==> src/logic/adt_pkg.sv <==
package adt_pkg;

    localparam int unsigned DATA_W      = 12;
    localparam int unsigned CW_W        = 10;
    localparam int unsigned FIFO_DEPTH  = 16;

    // Word offsets on the register bus (byte addresses).
    localparam logic [4:0]  ADDR_CW0    = 5'h00;
    localparam logic [4:0]  ADDR_CW1    = 5'h04;
    localparam logic [4:0]  ADDR_DATA   = 5'h08;
    localparam logic [4:0]  ADDR_INIT   = 5'h0C;
    localparam logic [4:0]  ADDR_ISTAT  = 5'h10;
    localparam logic [4:0]  ADDR_ICLR   = 5'h14;
    localparam logic [4:0]  ADDR_IEN    = 5'h18;
    localparam logic [4:0]  ADDR_STAT   = 5'h1C;

    // First control word fields.
    localparam int unsigned CW0_TSEL_LO = 8;
    localparam int unsigned CW0_REF_EXT = 3;
    // Second control word fields.
    localparam int unsigned CW1_RB      = 9;
    localparam int unsigned CW1_FMT     = 7;
    localparam int unsigned CW1_DR_POL  = 5;
    localparam int unsigned CW1_DR_PLS  = 4;
    localparam int unsigned CW1_TL_LO   = 0;
    localparam int unsigned TL_W        = 4;
    // Overflow flag position in the second word as read back.
    localparam int unsigned RB_OVF_BIT  = 10;

    localparam logic [CW_W-1:0] CW0_RST = 10'h000;
    localparam logic [CW_W-1:0] CW1_RST = 10'h030;

    localparam logic [1:0]  TSEL_NORMAL = 2'h0;
    localparam logic [1:0]  TSEL_UPPER  = 2'h1;
    localparam logic [1:0]  TSEL_MID    = 2'h2;
    localparam logic [1:0]  TSEL_LOWER  = 2'h3;

    // Nominal codes of the test sources, for checking with a tolerance.
    localparam logic [DATA_W-1:0] CODE_UPPER = 12'hFFF;
    localparam logic [DATA_W-1:0] CODE_MID   = 12'h7FF;
    localparam logic [DATA_W-1:0] CODE_LOWER = 12'h000;

    localparam int unsigned IRQ_OVF     = 0;
    localparam int unsigned IRQ_TRIG    = 1;
    localparam int unsigned IRQ_W       = 2;

endpackage

==> src/logic/adt_debug_ctrl.sv <==
//////////////////////////////////////////////////////////////////////////////////////////
// Summary of operation
// - Writing 1 to bit 9 of the second word enters read-back mode.
// - Data-ready output stays inactive throughout read-back mode.
// - Read-back reads alternate first and second word, first word first.
// - Read-back mode persists until the initialization command is issued again.
// - First word bits 9:8 pick normal, upper, midpoint or lower reference.
// - Test conversions are straight binary; format bit 7 is ignored then.
// - Test codes sit near 4095, 2047 and 0 respectively.
// - Data-ready output stays inactive in test mode; host polls the data.
// - Overwriting an unread FIFO entry sets a sticky overflow flag.
// - Initialization clears the overflow flag.
// - Conversions keep running in read-back mode, so overflow may still occur.
// - Test conversions use the currently selected internal or external reference.
// - Bits 5:4 of the second word choose the data-ready output form.
//////////////////////////////////////////////////////////////////////////////////////////
module adt_debug_ctrl #(
    parameter int unsigned DEPTH = adt_pkg::FIFO_DEPTH
) (
    input  wire logic        clk_i,
    input  wire logic        rst_i,
    input  wire logic [4:0]  avs_address_i,
    input  wire logic        avs_read_i,
    input  wire logic        avs_write_i,
    input  wire logic [31:0] avs_writedata_i,
    input  wire logic [3:0]  avs_byteenable_i,
    output logic      [31:0] avs_readdata_o,
    output logic             avs_waitrequest_o,
    input  wire logic        sample_valid_i,
    input  wire logic [11:0] sample_data_i,
    output logic      [1:0]  test_sel_o,
    output logic             ref_ext_o,
    output logic             data_ready_signal_o,
    output logic             irq_o
);

    localparam int unsigned PTR_W = $clog2(DEPTH);
    localparam int unsigned CNT_W = PTR_W + 1;

    if (DEPTH < 16 || (DEPTH & (DEPTH - 1)) != 0) begin : g_bad_depth
        $error("DEPTH must be a power of two of at least 16");
    end

    //////////////////////////////////////////////////////////////////////////////////////
    function automatic logic [9:0] merge10(input logic [9:0]  old,
                                           input logic [31:0] wd,
                                           input logic [3:0]  be);
        logic [9:0] res;
        res = old;
        if (be[0]) begin
            res[7:0] = wd[7:0];
        end
        if (be[1]) begin
            res[9:8] = wd[9:8];
        end
        return res;
    endfunction

    logic [9:0]              cw0_q;
    logic [9:0]              cw1_q;
    logic                    ovf_q;
    logic                    rb_sel_q;
    logic                    ack_q;
    logic [31:0]             rdata_q;
    logic [31:0]             rdata_d;
    logic [11:0]             mem_q [DEPTH];
    logic [PTR_W-1:0]        wr_ptr_q;
    logic [PTR_W-1:0]        rd_ptr_q;
    logic [CNT_W-1:0]        count_q;
    logic [CNT_W-1:0]        blk_q;
    logic                    arm_q;
    logic [adt_pkg::IRQ_W-1:0] ist_q;
    logic [adt_pkg::IRQ_W-1:0] ien_q;

    logic                    acc;
    logic                    rd_done;
    logic                    wr_done;
    logic                    sel_cw0;
    logic                    sel_cw1;
    logic                    sel_data;
    logic                    sel_init;
    logic                    sel_iclr;
    logic                    sel_ien;
    logic                    init_w;
    logic                    rb_q;
    logic                    test_q;
    logic                    push;
    logic                    pop;
    logic                    full;
    logic                    overwrite;
    logic                    trig;
    logic                    first_read;
    logic [11:0]             wr_data;
    logic [CNT_W-1:0]        tl_eff;
    localparam int unsigned  TL_W_FIX = adt_pkg::TL_W;
    logic [TL_W_FIX-1:0]     tl_raw;
    logic [10:0]             cw1_rb;

    //////////////////////////////////////////////////////////////////////////////////////
    // Every access takes exactly one wait cycle: the answer is ready at the second edge.
    assign acc               = avs_read_i | avs_write_i;
    assign avs_waitrequest_o = acc & ~ack_q;
    assign rd_done           = avs_read_i & ack_q;
    assign wr_done           = avs_write_i & ack_q;

    always_comb begin
        sel_cw0  = 1'b0;
        sel_cw1  = 1'b0;
        sel_data = 1'b0;
        sel_init = 1'b0;
        sel_iclr = 1'b0;
        sel_ien  = 1'b0;
        if (avs_address_i == adt_pkg::ADDR_CW0) begin
            sel_cw0 = 1'b1;
        end else if (avs_address_i == adt_pkg::ADDR_CW1) begin
            sel_cw1 = 1'b1;
        end else if (avs_address_i == adt_pkg::ADDR_DATA) begin
            sel_data = 1'b1;
        end else if (avs_address_i == adt_pkg::ADDR_INIT) begin
            sel_init = 1'b1;
        end else if (avs_address_i == adt_pkg::ADDR_ICLR) begin
            sel_iclr = 1'b1;
        end else if (avs_address_i == adt_pkg::ADDR_IEN) begin
            sel_ien = 1'b1;
        end
    end

    assign init_w = wr_done & sel_init;
    assign rb_q   = cw1_q[adt_pkg::CW1_RB];
    assign test_q = cw0_q[adt_pkg::CW0_TSEL_LO +: 2] != adt_pkg::TSEL_NORMAL;
    // The flag is also readable in the status word; here it is folded above the second word.
    assign cw1_rb = {ovf_q, cw1_q};

    always_ff @(posedge clk_i or posedge rst_i) begin
        if (rst_i) begin
            ack_q <= 1'b0;
        end else begin
            ack_q <= acc & ~ack_q;
        end
    end

    //////////////////////////////////////////////////////////////////////////////////////
    always_comb begin
        rdata_d = 32'h0000_0000;
        if (avs_address_i == adt_pkg::ADDR_CW0) begin
            rdata_d[9:0] = cw0_q;
        end else if (avs_address_i == adt_pkg::ADDR_CW1) begin
            rdata_d[10:0] = cw1_rb;
        end else if (avs_address_i == adt_pkg::ADDR_DATA) begin
            if (rb_q) begin
                rdata_d[10:0] = rb_sel_q ? cw1_rb : {1'b0, cw0_q};
            end else if (count_q != '0) begin
                rdata_d[11:0] = mem_q[rd_ptr_q];
            end
        end else if (avs_address_i == adt_pkg::ADDR_ISTAT) begin
            rdata_d[adt_pkg::IRQ_W-1:0] = ist_q;
        end else if (avs_address_i == adt_pkg::ADDR_IEN) begin
            rdata_d[adt_pkg::IRQ_W-1:0] = ien_q;
        end else if (avs_address_i == adt_pkg::ADDR_STAT) begin
            rdata_d[CNT_W+3:0] = {rb_sel_q, test_q, rb_q, ovf_q, count_q};
        end
    end

    always_ff @(posedge clk_i or posedge rst_i) begin
        if (rst_i) begin
            rdata_q <= 32'h0000_0000;
        end else if (avs_read_i && !ack_q) begin
            rdata_q <= rdata_d;
        end
    end

    assign avs_readdata_o = rdata_q;

    //////////////////////////////////////////////////////////////////////////////////////
    always_ff @(posedge clk_i or posedge rst_i) begin
        if (rst_i) begin
            cw0_q <= adt_pkg::CW0_RST;
        end else if (init_w) begin
            cw0_q <= adt_pkg::CW0_RST;
        end else if (wr_done && sel_cw0) begin
            cw0_q <= merge10(cw0_q, avs_writedata_i, avs_byteenable_i);
        end
    end

    // Once set, the read-back bit can only be left through initialization.
    always_ff @(posedge clk_i or posedge rst_i) begin
        if (rst_i) begin
            cw1_q <= adt_pkg::CW1_RST;
        end else if (init_w) begin
            cw1_q <= adt_pkg::CW1_RST;
        end else if (wr_done && sel_cw1) begin
            cw1_q <= merge10(cw1_q, avs_writedata_i, avs_byteenable_i);
            if (rb_q) begin
                cw1_q[adt_pkg::CW1_RB] <= 1'b1;
            end
        end
    end

    always_ff @(posedge clk_i or posedge rst_i) begin
        if (rst_i) begin
            rb_sel_q <= 1'b0;
        end else if (init_w || !rb_q) begin
            rb_sel_q <= 1'b0;
        end else if (rd_done && sel_data) begin
            rb_sel_q <= ~rb_sel_q;
        end
    end

    // The reference choice is not overridden by test mode.
    assign ref_ext_o  = cw0_q[adt_pkg::CW0_REF_EXT];
    assign test_sel_o = cw0_q[adt_pkg::CW0_TSEL_LO +: 2];

    //////////////////////////////////////////////////////////////////////////////////////
    // Samples keep arriving in every mode; the FIFO drops its oldest entry when full.
    assign push      = sample_valid_i & ~init_w;
    assign pop       = rd_done & sel_data & ~rb_q & (count_q != '0);
    assign full      = count_q == CNT_W'(DEPTH);
    assign overwrite = push & full & ~pop;

    // Two's complement is only offered for real input conversions.
    always_comb begin
        wr_data = sample_data_i;
        if (cw1_q[adt_pkg::CW1_FMT] && !test_q) begin
            wr_data[11] = ~sample_data_i[11];
        end
    end

    always_ff @(posedge clk_i) begin
        if (push) begin
            mem_q[wr_ptr_q] <= wr_data;
        end
    end

    always_ff @(posedge clk_i or posedge rst_i) begin
        if (rst_i) begin
            wr_ptr_q <= '0;
            rd_ptr_q <= '0;
            count_q  <= '0;
        end else if (init_w) begin
            wr_ptr_q <= '0;
            rd_ptr_q <= '0;
            count_q  <= '0;
        end else begin
            if (push) begin
                wr_ptr_q <= wr_ptr_q + 1'b1;
            end
            if (pop || overwrite) begin
                rd_ptr_q <= rd_ptr_q + 1'b1;
            end
            if (push && !pop && !full) begin
                count_q <= count_q + 1'b1;
            end else if (pop && !push) begin
                count_q <= count_q - 1'b1;
            end
        end
    end

    // No overflow can arise in the initialization cycle, since no sample is pushed then.
    always_ff @(posedge clk_i or posedge rst_i) begin
        if (rst_i) begin
            ovf_q <= 1'b0;
        end else if (overwrite) begin
            ovf_q <= 1'b1;
        end else if (init_w) begin
            ovf_q <= 1'b0;
        end
    end

    //////////////////////////////////////////////////////////////////////////////////////
    // Trigger level zero stands for the full depth.
    assign tl_raw = cw1_q[adt_pkg::CW1_TL_LO +: adt_pkg::TL_W];
    assign tl_eff = (tl_raw == '0) ? CNT_W'(DEPTH) : CNT_W'(tl_raw);
    assign trig   = arm_q & (count_q >= tl_eff);
    assign first_read = pop & (blk_q == '0);

    // The next trigger waits until a whole block of trigger-level words has been read.
    always_ff @(posedge clk_i or posedge rst_i) begin
        if (rst_i) begin
            arm_q <= 1'b1;
            blk_q <= '0;
        end else if (init_w) begin
            arm_q <= 1'b1;
            blk_q <= '0;
        end else begin
            if (trig) begin
                arm_q <= 1'b0;
            end
            if (pop && !arm_q) begin
                if (blk_q + 1'b1 >= tl_eff) begin
                    blk_q <= '0;
                    arm_q <= 1'b1;
                end else begin
                    blk_q <= blk_q + 1'b1;
                end
            end
        end
    end

    adt_drdy u_drdy (
        .clk_i        (clk_i),
        .rst_i        (rst_i),
        .trig_i       (trig),
        .first_read_i (first_read),
        .dis_i        (rb_q | test_q),
        .cfg_i        (cw1_q[adt_pkg::CW1_DR_PLS +: 2]),
        .drdy_o       (data_ready_signal_o)
    );

    //////////////////////////////////////////////////////////////////////////////////////
    always_ff @(posedge clk_i or posedge rst_i) begin
        if (rst_i) begin
            ist_q <= '0;
        end else begin
            ist_q[adt_pkg::IRQ_OVF]  <= overwrite |
                (ist_q[adt_pkg::IRQ_OVF] & ~(wr_done & sel_iclr &
                avs_byteenable_i[0] & avs_writedata_i[adt_pkg::IRQ_OVF]));
            ist_q[adt_pkg::IRQ_TRIG] <= trig |
                (ist_q[adt_pkg::IRQ_TRIG] & ~(wr_done & sel_iclr &
                avs_byteenable_i[0] & avs_writedata_i[adt_pkg::IRQ_TRIG]));
        end
    end

    always_ff @(posedge clk_i or posedge rst_i) begin
        if (rst_i) begin
            ien_q <= '0;
        end else if (wr_done && sel_ien && avs_byteenable_i[0]) begin
            ien_q <= avs_writedata_i[adt_pkg::IRQ_W-1:0];
        end
    end

    assign irq_o = |(ist_q & ien_q);
endmodule

==> src/logic/adt_drdy.sv <==
module adt_drdy (
    input  wire logic       clk_i,
    input  wire logic       rst_i,
    input  wire logic       trig_i,
    input  wire logic       first_read_i,
    input  wire logic       dis_i,
    input  wire logic [1:0] cfg_i,
    output logic            drdy_o
);

    logic act_q;
    logic act_d;
    logic out_q;

    // Level form holds until the first read of the block; pulse form lasts one cycle.
    always_comb begin
        act_d = act_q;
        if (dis_i) begin
            act_d = 1'b0;
        end else if (trig_i) begin
            act_d = 1'b1;
        end else if (cfg_i[0] || first_read_i) begin
            act_d = 1'b0;
        end
    end

    always_ff @(posedge clk_i or posedge rst_i) begin
        if (rst_i) begin
            act_q <= 1'b0;
        end else begin
            act_q <= act_d;
        end
    end

    // Polarity is applied before the output register, so a polarity change keeps the old level for one cycle under the new polarity.
    always_ff @(posedge clk_i or posedge rst_i) begin
        if (rst_i) begin
            out_q <= 1'b0;
        end else begin
            out_q <= cfg_i[1] ? act_d : ~act_d;
        end
    end

    assign drdy_o = out_q;

endmodule

==> config.mk <==
export PLATFORM = sky130hd
export DESIGN_NAME = adt_debug_ctrl
export DESIGN_NICKNAME = d
export VERILOG_FILES = /design/src/logic/adt_pkg.sv /design/src/logic/adt_debug_ctrl.sv /design/src/logic/adt_drdy.sv
export SDC_FILE = /design/constraint.sdc
export NUM_CORES = 1
export LEC_CHECK = 0
export BUFFER_PORTS_ARGS = -buffer_cell sky130_fd_sc_hd__buf_2
export CAP_MARGIN = 20
export CORE_MARGIN = 10
export CORE_UTILIZATION = 33
export CTS_BUF_LIST = sky130_fd_sc_hd__clkbuf_8
export DETAILED_ROUTE_END_ITERATION = 12
export GPL_ROUTABILITY_DRIVEN = 0
export GPL_TIMING_DRIVEN = 0
export SLEW_MARGIN = 30
export SYNTH_ARGS = -nofsm -noshare
export SYNTH_HDL_FRONTEND = slang
export SYNTH_SLANG_ARGS = --single-unit
export TNS_END_PERCENT = 100
==> constraint.sdc <==
create_clock -name clk_i -period 3.55 [get_ports clk_i]
set_input_delay 0.71 -clock clk_i [delete_from_list [all_inputs] [get_ports clk_i]]
set_output_delay 0.71 -clock clk_i [all_outputs]
set_load 0.02 [all_outputs]
[After elaboration in Yosys (flattened, before gate mapping)]
Memories as Yosys holds them, arrays and structs flattened.
Cells that the tools add are included.
W data, S select, Z words.
Cells by class
  add/sub/neg operators: 5
  order comparisons: 2
  eq/ne operators: 8
  multiplexer cells: 73
  bitwise gates (word level): 32
  reductions and logical operators: 43
Operators with widths (number)
  $mux W12: 5
  $mux W10: 5
  $mux W1: 39
  $mux W5: 7
  $mux W11: 3
  $eq A5 B5 Y1 const B: 5
  $reduce_bool A2 Y1: 10
  $and A1 B1 Y1: 18
  $mux W9: 2
  $mux W4: 4
  $mux W7: 2
  $logic_and A1 B1 Y1: 11
  $add A5 B1 Y5 const B: 2
  $eq A5 B4 Y1 const B: 2
  $ge A5 B5 Y1: 2
  $logic_not A5 Y1: 2
  $reduce_and A2 Y1: 5
  $not A1 Y1: 9
  $add A4 B1 Y4 const B: 2
  $mux W2: 4
  $mux W8: 1
  $logic_not A1 Y1: 7
  $reduce_bool A3 Y1: 2
  $eq A5 B3 Y1 const B: 1
  other kinds (8): 13
Word-level totals
  bits in registers: 60
  bits in writable memories: 192
  bits of input ports: 58
  output and inout port bits: 38
  logic and storage cells: 182
  memories: 1
Memory list
  mem_q: words 16, width 12, rd ports 1, clocked after Yosys merged registers in 0, write ports 1, RTL line adt_debug_ctrl.sv:66  | logic [11:0] mem_q [DEPTH];

[Depth between registers and ports, before layout]
Gate-level depths: netlist (run 1).
  depth after elaboration: 14
  gate-level depth with buffers: 12
  mapped depth without buffers: 10

[By module]
A second synthesis (run 1) with hierarchy kept.
Unflattened totals
  cells, all modules: 829
  area, all modules: 11507.3 µm²
By module, submodules not included
  adt_debug_ctrl: instances 1, cells an instance 822, area an instance 11417.2 µm², sequential area each 7220.7 µm²
  adt_drdy: instances 1, cells an instance 7, area an instance 90.1 µm², sequential area each 50.0 µm²

[Least setup slack after synthesis (run 1)]
Ideal clock, no wire load.
  path kind: input port to flip-flop
  from: in avs_address_i[4]
  to: reg count_q[4]
  setup time: 144 ps
  data arrival time: 3027 ps
  required time: 3406 ps
  path slack: 379 ps
  cell stages on the path: 12
  buffers on the path: 2
  path through: clkbuf_1 nor4b_2 nand3_1 nor2_1 buf_2 or3_1 fa_1 a21o_1 a21o_1 and3_1 nor3_1 a211oi_1
Between the ends
  longest elaborated chain between the ends: 12
  elaborated cells between the ends (all ways): 25
  those cells by class: eq/ne (3); mux (9); bitwise (6); reduce/logical (7)
Ends and longest elaborated chain
  start: declaration: RTL line adt_debug_ctrl.sv:22  | input wire logic [4:0] avs_address_i,
  $eq A5 B4 Y1, on equally long branches: RTL line adt_debug_ctrl.sv:117, adt_debug_ctrl.sv:119
  $mux W1, on equally long branches: RTL line adt_debug_ctrl.sv:117, adt_debug_ctrl.sv:119
  $mux W1, on equally long branches: RTL line adt_debug_ctrl.sv:115, adt_debug_ctrl.sv:117
  $mux W1, on equally long branches: RTL line adt_debug_ctrl.sv:113, adt_debug_ctrl.sv:115
  $and A1 B1 Y1 or $mux W1 (tied branches): RTL line adt_debug_ctrl.sv:216, adt_debug_ctrl.sv:113
  $and A1 B1 Y1, on equally long branches: RTL line adt_debug_ctrl.sv:216, adt_debug_ctrl.sv:128
  $and A1 B1 Y1 or $not A1 Y1 (tied branches): RTL line adt_debug_ctrl.sv:216, adt_debug_ctrl.sv:215
  $logic_not A1 Y1 or $and A1 B1 Y1 (tied branches): RTL line adt_debug_ctrl.sv:250, adt_debug_ctrl.sv:215
  $logic_and A1 B1 Y1 (2 in series): RTL line adt_debug_ctrl.sv:250  | if (push && !pop && !full) begin
  $mux W5: RTL line adt_debug_ctrl.sv:250
  $mux W5: RTL line adt_debug_ctrl.sv:239  | end else if (init_w) begin
  end signal: assignment: RTL line adt_debug_ctrl.sv:251  | count_q <= count_q + 1'b1;
  end signal: assignment: RTL line adt_debug_ctrl.sv:253  | count_q <= count_q - 1'b1;
  end: declaration: RTL line adt_debug_ctrl.sv:69  | logic [CNT_W-1:0] count_q;
Several ways; a longest one is shown, not always the timed one.
A chain may end at the register's enable or synchronous reset.

[Worst setup path after layout (run 1)]
  from: reg count_q[0]
  to: reg count_q[4]
Between the ends
  longest elaborated chain between the ends: 7
  elaborated cells between the ends (all ways): 14
  those cells by class: add/sub (2); eq/ne (1); mux (3); bitwise (1); reduce/logical (7)
Ends and longest elaborated chain
  branches (longest 7 deep; another with $sub A5 B1 Y5)
Several ways; the timed one is not identified. The select of a mux whose other input is x is not followed.

==> run_results.csv, run 1 <==
group,metric,value,unit
run_status,status,"finished, final reports clean",
logic_synthesis,yosysTopAreaCell,"edfxtp_1",
min_path,hp-class,"input port to async pin",
floorplan,die_area,0.0424,mm²
setup_path,critPathMaxFanout,7,
logic_synthesis,netlist_area,0.0114,mm²
drt,met1_length,12.9,mm
global_routing,grt_first_pass_wirelength,44.2,mm
final_layout,synthToLayoutAreaGrowth,15.0,%
final_layout,antennaDiodeCount,0,
power_and_ir_drop,powerDensity,632,mW/mm²
run,cap_violations,0,
drt,wl_met3,2.24,mm
logic_synthesis,synthTopCellsByCount,"192 x edfxtp_1, 57 x dfrtp_1, 45 x mux4_2",
sta,rsz0062_at_grt,"false",
sta,tightest_slew,985,ps
sta,maxSlewHeadroom,34.3,%
place,numPortBuffers,48,
drt,vias,7017,
logic_synthesis,netlist_instances,773,
drt,firstDrtPassIters,7,
clock_network,h-tree-depth,2,
floorplan,die-width,206,µm
drt,routed-wl-met2,13.4,mm
global_routing,grt_max_degree,33,
clock_network,cts_resized,0,
logic_synthesis,synth_most_common_cell,"edfxtp_1",
power_and_ir_drop,power,8.28,mW
logic_synthesis,synthFlopType,"edfxtp_1",
logic_synthesis,ys_seq_elements,252,
clock_network,cts_setup_buffers,0,
logic_synthesis,syn_area_per_cell,14.7,µm²
drt,drtIter0Drc,618,
floorplan,io_pins,96,
place,place_hpwl,19.5,mm
setup_path,endpoint_kind,"flop",
sta,fin_skew,21.4,ps
clock_network,clock_latency,550,ps
clock_network,numClockSinks,252,
setup_path,worstPathRequired,4000,ps
final_layout,finish.utilization,38.8,%
setup_path,crit_path_start_kind,"flop",
logic_synthesis,yosys_warnings,0,
sta,slew_violations,0,
floorplan,start_util,33.7,%
sta,fin_setup_tns,0,ps
power_and_ir_drop,p_leak,4.77,nW
logic_synthesis,ys_seq_area_share,63.8,%
floorplan,die_y,206,µm
logic_synthesis,synth.distinct_cells,62,
logic_synthesis,synth_edf_count,192,
sta,min_period,3420,ps
global_routing,grt_overflow,0,
clock_network,cts.clk_slew.worst_paths,70,ps
sta,fin_crit_sh,96.4,%
logic_synthesis,async_flop_share,23.8,%
sta,finalHoldViolCount,0,
clock_network,cts_tree,"built",
drt,drt_drc_violations_left,0,
clock_network,ctsHoldBuffers,0,
global_routing,antenna_found_initial,1,
global_routing,grt_pass1_vias,7110,
drt,viasPerCell,5.14,
global_routing,grt_usage,13.7,%
sta,max_freq,292,MHz
clock_network,cts_root_buf,"clkbuf_8",
setup_path,worstSetupPathType,"flop to flop",
setup_path,cp.arrival,3870,ps
drt,postRouteAntennaNets,0,
logic_synthesis,synth_top_area_share,50.6,%
final_layout,fin_nets,966,
clock_network,clock_path_buffers,3,
drt,routed.top_layer,"met5",
clock_network,numCtsBuffers,43,
drt,totalWireLength,29.3,mm
final_layout,layout-drive-gt1-share,23.8,%
logic_synthesis,synth_top_cells_by_area,"edfxtp_1 51%, dfrtp_1 13%, mux4_2 8.9%",
sta,setup_violations,0,
floorplan,core,0.0338,mm²
drt,wl_per_cell,21.5,µm
floorplan,rows,67,
power_and_ir_drop,vdd.ir_drop.worst,0.329,mV
## state kept, by name, summed over array words and instances, names as in the netlist, 4 cells and up
| signal | cells |
|---|---|
| rd_ptr_q | 4 |
| cw1_q | 10 |
| mem_q | 192 |
| blk_q | 5 |
| avs_readdata_o | 12 |
| wr_ptr_q | 4 |
| cw0_q | 10 |
| count_q | 5 |
## layout by cell type (no fill, tap or decap), types with 8 or more instances in the layout
| cell type | n |
|---|---|
| edfxtp_1 | 192 |
| buf_2 | 67 |
| dfrtp_1 | 57 |
| mux4_2 | 45 |
| clkbuf_8 | 45 |
| nor2_1 | 40 |
| nand2_1 | 37 |
| inv_1 | 35 |
| mux2i_1 | 34 |
| o21ai_0 | 30 |
| a21oi_1 | 28 |
| nand3_1 | 26 |
| buf_4 | 22 |
| ha_1 | 21 |
| and2_1 | 20 |
| conb_1 | 20 |
| clkbuf_1 | 16 |
| nand4_1 | 15 |
| mux2_2 | 13 |
| a211oi_1 | 10 |
| nand2b_1 | 9 |
| nor3_1 | 9 |
| buf_1 | 8 |
| o221ai_1 | 8 |
## critical path: stages, from the launching register on
cell,delay (ps)
dfrtp_1,510
or4_4,640
o2111a_1,360
or3_1,480
fa_1,440
a21o_1,210
a21o_1,200
nor3_1,200
nor3_1,80
a211oi_1,220
## per-layer routing
layer	GRT usage, %	up-vias
li1	-	3174
met1	18.5	3500
met2	21.6	284
met3	2.72	57
met4	4.67	2
met5	0	-
## cell type report
class                   instances  area, µm²
fillers                      3158      20700
flip-flops and latches        252       7270
multi-input cells             452       3760
clock buffers                  45        619
well taps                     448        561
plain buffers                  66        362
repair buffers                 49        260
clock inverters                30        185
inverters                      22       85.1
## worst paths after layout
kind | end | start | cells after the start | slack [ps]
worst max-delay path | count_q[4] | count_q[0] | 9 | 130
worst min-delay path | ovf_q | rst_i | 2 | 170
worst max register to register | count_q[4] | count_q[0] | 9 | 130
worst min register to register | avs_readdata_o[3] | avs_readdata_o[3] | 2 | 520
max in group asynchronous | arm_q | rst_i | 3 | 2810
min in group clk_i | cw1_q[5] | avs_writedata_i[5] | 2 | 430
## cells by family (layout without fill, tap and decap cells)
group / after synthesis / after routing / share of synthesized area [%]
AND/OR/NAND/NOR: 188 / 188 / 8.75
XOR/XNOR: 13 / 13 / 0.999
AO/OA/AOI/OAI: 117 / 117 / 6.84
flip-flops: 252 / 252 / 63.8
other: 1 / 20 / 0.0329
multiplexers: 92 / 92 / 13.2
buffers and inverters: 88 / 212 / 3.90
adder cells (fa/ha/maj): 22 / 22 / 2.48
## stage by stage
step | instances | hold WS (ps) | cell area [µm²] | setup WS (ps)
after floorplan | 792 | 473 | 11500 | 379
after CTS | 1364 | 161 | 13100 | 139
final | 1364 | 166 | 13100 | 129
after global placement | 1288 | 513 | 12300 | -235
after detailed placement | 1289 | 512 | 12300 | -237
after global routing | 1364 | 187 | 13100 | 1.43
## power by group
| part | switching [mW] | internal [mW] |
|---|---|---|
| Combinational | 1.14 | 0.828 |
| Clock | 1.16 | 1.32 |
| Sequential | 0.242 | 3.59 |
Note: power is estimated with default switching activity, not from simulation.
==> inputs of run 2 (changes only) <==
--- a/config.mk
+++ b/config.mk
@@ -5,6 +5,7 @@
 export SDC_FILE = /design/constraint.sdc
 export NUM_CORES = 1
 export LEC_CHECK = 0
+export ABC_AREA = 1
 export BUFFER_PORTS_ARGS = -buffer_cell sky130_fd_sc_hd__buf_2
 export CAP_MARGIN = 20
 export CORE_MARGIN = 10
==> run_results.csv, run 2 <==
group,metric,value,unit
floorplan,die_area,0.0429,mm²
logic_synthesis,ys_seq_area_share,63.0,%
setup_path,path_common_cell,"nand2_1",
final_layout,largest_register_ffs,192,
power_and_ir_drop,p_leak,5.51,nW
drt,totalWireLength,33.1,mm
logic_synthesis,yosys_warnings,0,
logic_synthesis,synthTopCellsByCount,"269 x nand2_1, 192 x edfxtp_1, 109 x nand3_1",
final_layout,synthToLayoutAreaGrowth,15.7,%
min_path,hp-class,"input port to async pin",
setup_path,critPathBufInv,1,
global_routing,antenna_found_initial,0,
clock_network,numCtsBuffers,42,
logic_synthesis,ys_seq_elements,252,
final_layout,regMostFlops,"mem_q",
run_status,status,"finished, final reports clean",
sta,max_freq,396,MHz
place,place_hpwl,22.7,mm
sta,fin_setup_tns,0,ps
floorplan,io_pins,96,
drt,wl_per_cell,19.1,µm
logic_synthesis,yosysTopAreaCell,"edfxtp_1",
sta,holdWs,140,ps
logic_synthesis,syn_area_per_cell,10.2,µm²
sta,fin_crit_sh,71.1,%
sta,rsz0062_at_grt,"false",
setup_path,critical_path.top_delay_family,"simple AND/OR/NAND/NOR gates",
floorplan,core,0.0345,mm²
logic_synthesis,synth_top_area_share,49.9,%
power_and_ir_drop,powerDensity,702,mW/mm²
setup_path,worstPathRequired,4000,ps
drt,viasPerCell,5.03,
clock_network,ctsHoldBuffers,0,
logic_synthesis,synth_top_cells_by_area,"edfxtp_1 50%, dfrtp_1 12%, nand2_1 8.7%",
logic_synthesis,synthFlopType,"edfxtp_1",
drt,drt_drc_violations_left,0,
setup_path,crit_path_cell_trace,"nor2_1 -> nand4_1 -> nand2_1 -> inv_2 -> nand2_4 -> nand3_2 -> fa_1 -> nand2_1 -> nand2_1 -> a21oi_1 -> nand3_1 -> nand2_1 -> o21ai_2",
global_routing,grt_pass1_vias,8431,
floorplan,die_y,207,µm
setup_path,endpoint_kind,"flop",
place,dpl_cell_area,0.0126,mm²
final_layout,mostFrequentLayoutCells,"269 x nand2_1, 192 x edfxtp_1, 109 x nand3_1",
sta,finalHoldViolCount,0,
setup_path,cp.arrival,2980,ps
final_layout,final_common_cell,"nand2_1",
final_layout,finish.utilization,38.7,%
sta,maxSlewHeadroom,34.6,%
sta,setup_ws,1020,ps
drt,firstDrtPassIters,5,
drt,vias,8717,
setup_path,critPathMaxFanout,9,
setup_path,slowest_stage,"fa_1",
clock_network,cts.clk_slew.worst_paths,60,ps
global_routing,grt_overflow,0,
logic_synthesis,netlist_instances,1127,
clock_network,cts_setup_buffers,0,
final_layout,fin_nets,1327,
logic_synthesis,async_flop_share,23.8,%
clock_network,cts_resized,0,
final_layout,fin_area,0.0134,mm²
run,cap_violations,0,
sta,slew_violations,0,
sta,tightest_slew,981,ps
place,place_ws,857,ps
global_routing,grt_max_degree,32,
logic_synthesis,synth_edf_count,192,
clock_network,cts_root_buf,"clkbuf_8",
clock_network,h-tree-depth,2,
sta,min_period,2530,ps
setup_path,crit_path_start_kind,"flop",
global_routing,grt_first_pass_wirelength,50.2,mm
final_layout,antennaDiodeCount,0,
logic_synthesis,netlist_area,0.0115,mm²
clock_network,numClockSinks,252,
logic_synthesis,synth.distinct_cells,45,
place,numPortBuffers,51,
logic_synthesis,synth_most_common_cell,"nand2_1",
global_routing,grt_usage,14.9,%
clock_network,clock_path_buffers,3,
final_layout,layout-drive-gt1-share,15.9,%
setup_path,worstSetupPathType,"flop to flop",
power_and_ir_drop,vdd.ir_drop.worst,0.327,mV
setup_path,cp_slowest_stage_delay,460,ps
floorplan,die-width,207,µm
sta,setup_violations,0,
drt,drtIter0Drc,909,
sta,fin_skew,36.8,ps
clock_network,cts_tree,"built",
clock_network,clock_latency,570,ps
floorplan,start_util,33.4,%
floorplan,rows,68,
drt,postRouteAntennaNets,0,
[run 2: cell types whose count changed after synthesis, moves of 26 or more]
cell and delta:
nand3_1 +83, inv_1 +52, nand2_1 +232, o21ai_1 +26
o21ai_0 +40, mux2i_1 -34, nor2_1 +48, mux4_2 -45
[run 2: area by class of cell]
type / instances / area [µm²]
inverter: 83 / 314
sequential: 252 / 7270
clock buffer: 43 / 592
timing repair buffer: 57 / 343
multi-input combinational: 741 / 3690
buffer: 70 / 415
fill: 3420 / 21200
tap: 455 / 569
clock inverter: 33 / 174
[run 2: kinds of logic (layout without fill, tap and decap cells)]
logic type               Yosys count  count (layout)  synth area share, %
XOR/XNOR                           8               8                0.607
adder cells (fa/ha/maj)           22              22                 2.45
other                              1              20               0.0325
AO/OA/AOI/OAI                    191             191                 9.12
flip-flops                       252             252                 63.0
AND/OR/NAND/NOR                  500             500                 18.5
buffers and inverters            153             286                 6.29
[run 2: per-layer routing]
metal	vias up	global-route usage (%)	wire length, µm
met5	-	0	0
li1	4093	-	-
met1	4163	19.6	14000
met2	397	23.4	15200
met3	64	3.31	3020
met4	0	5.90	949
[run 2: power breakdown]
part / leakage [nW] / switching, mW / internal, mW / total [mW]
clock: 0.455 / 1.17 / 1.21 / 2.38
combinational: 2.57 / 2.29 / 0.970 / 3.26
sequential: 2.49 / 0.214 / 3.53 / 3.74
[run 2: path summary, 6_finish.rpt]
| path | start | endpoint | slack, ps | cells past startpoint |
|---|---|---|---|---|
| max reg2reg | count_q[0] | count_q[4] | 1020 | 13 |
| min in group clk_i | avs_writedata_i[5] | cw0_q[5] | 430 | 3 |
| min | rst_i | cw0_q[1] | 140 | 2 |
| max in group asynchronous | rst_i | cw1_q[4] | 2810 | 3 |
| max | count_q[0] | count_q[4] | 1020 | 13 |
| min reg2reg | avs_readdata_o[10] | avs_readdata_o[10] | 490 | 2 |
[run 2: worst register-to-register path, cell delays in order, from the launching register on]
cell and delay (ps):
dfrtp_1 450, nor2_1 170, nand4_1 170, nand2_1 140, inv_2 110, nand2_4 170
nand3_2 210, fa_1 460, nand2_1 90, nand2_1 50, a21oi_1 170, nand3_1 100
nand2_1 80, o21ai_2 50
[run 2: stage by stage]
step                      power (mW)  std cells
after global routing            9.95       1734
after global placement          6.91       1652
after CTS                       9.39       1734
after floorplan                 5.79       1146
after detailed placement        7.00       1658
final                           9.38       1734
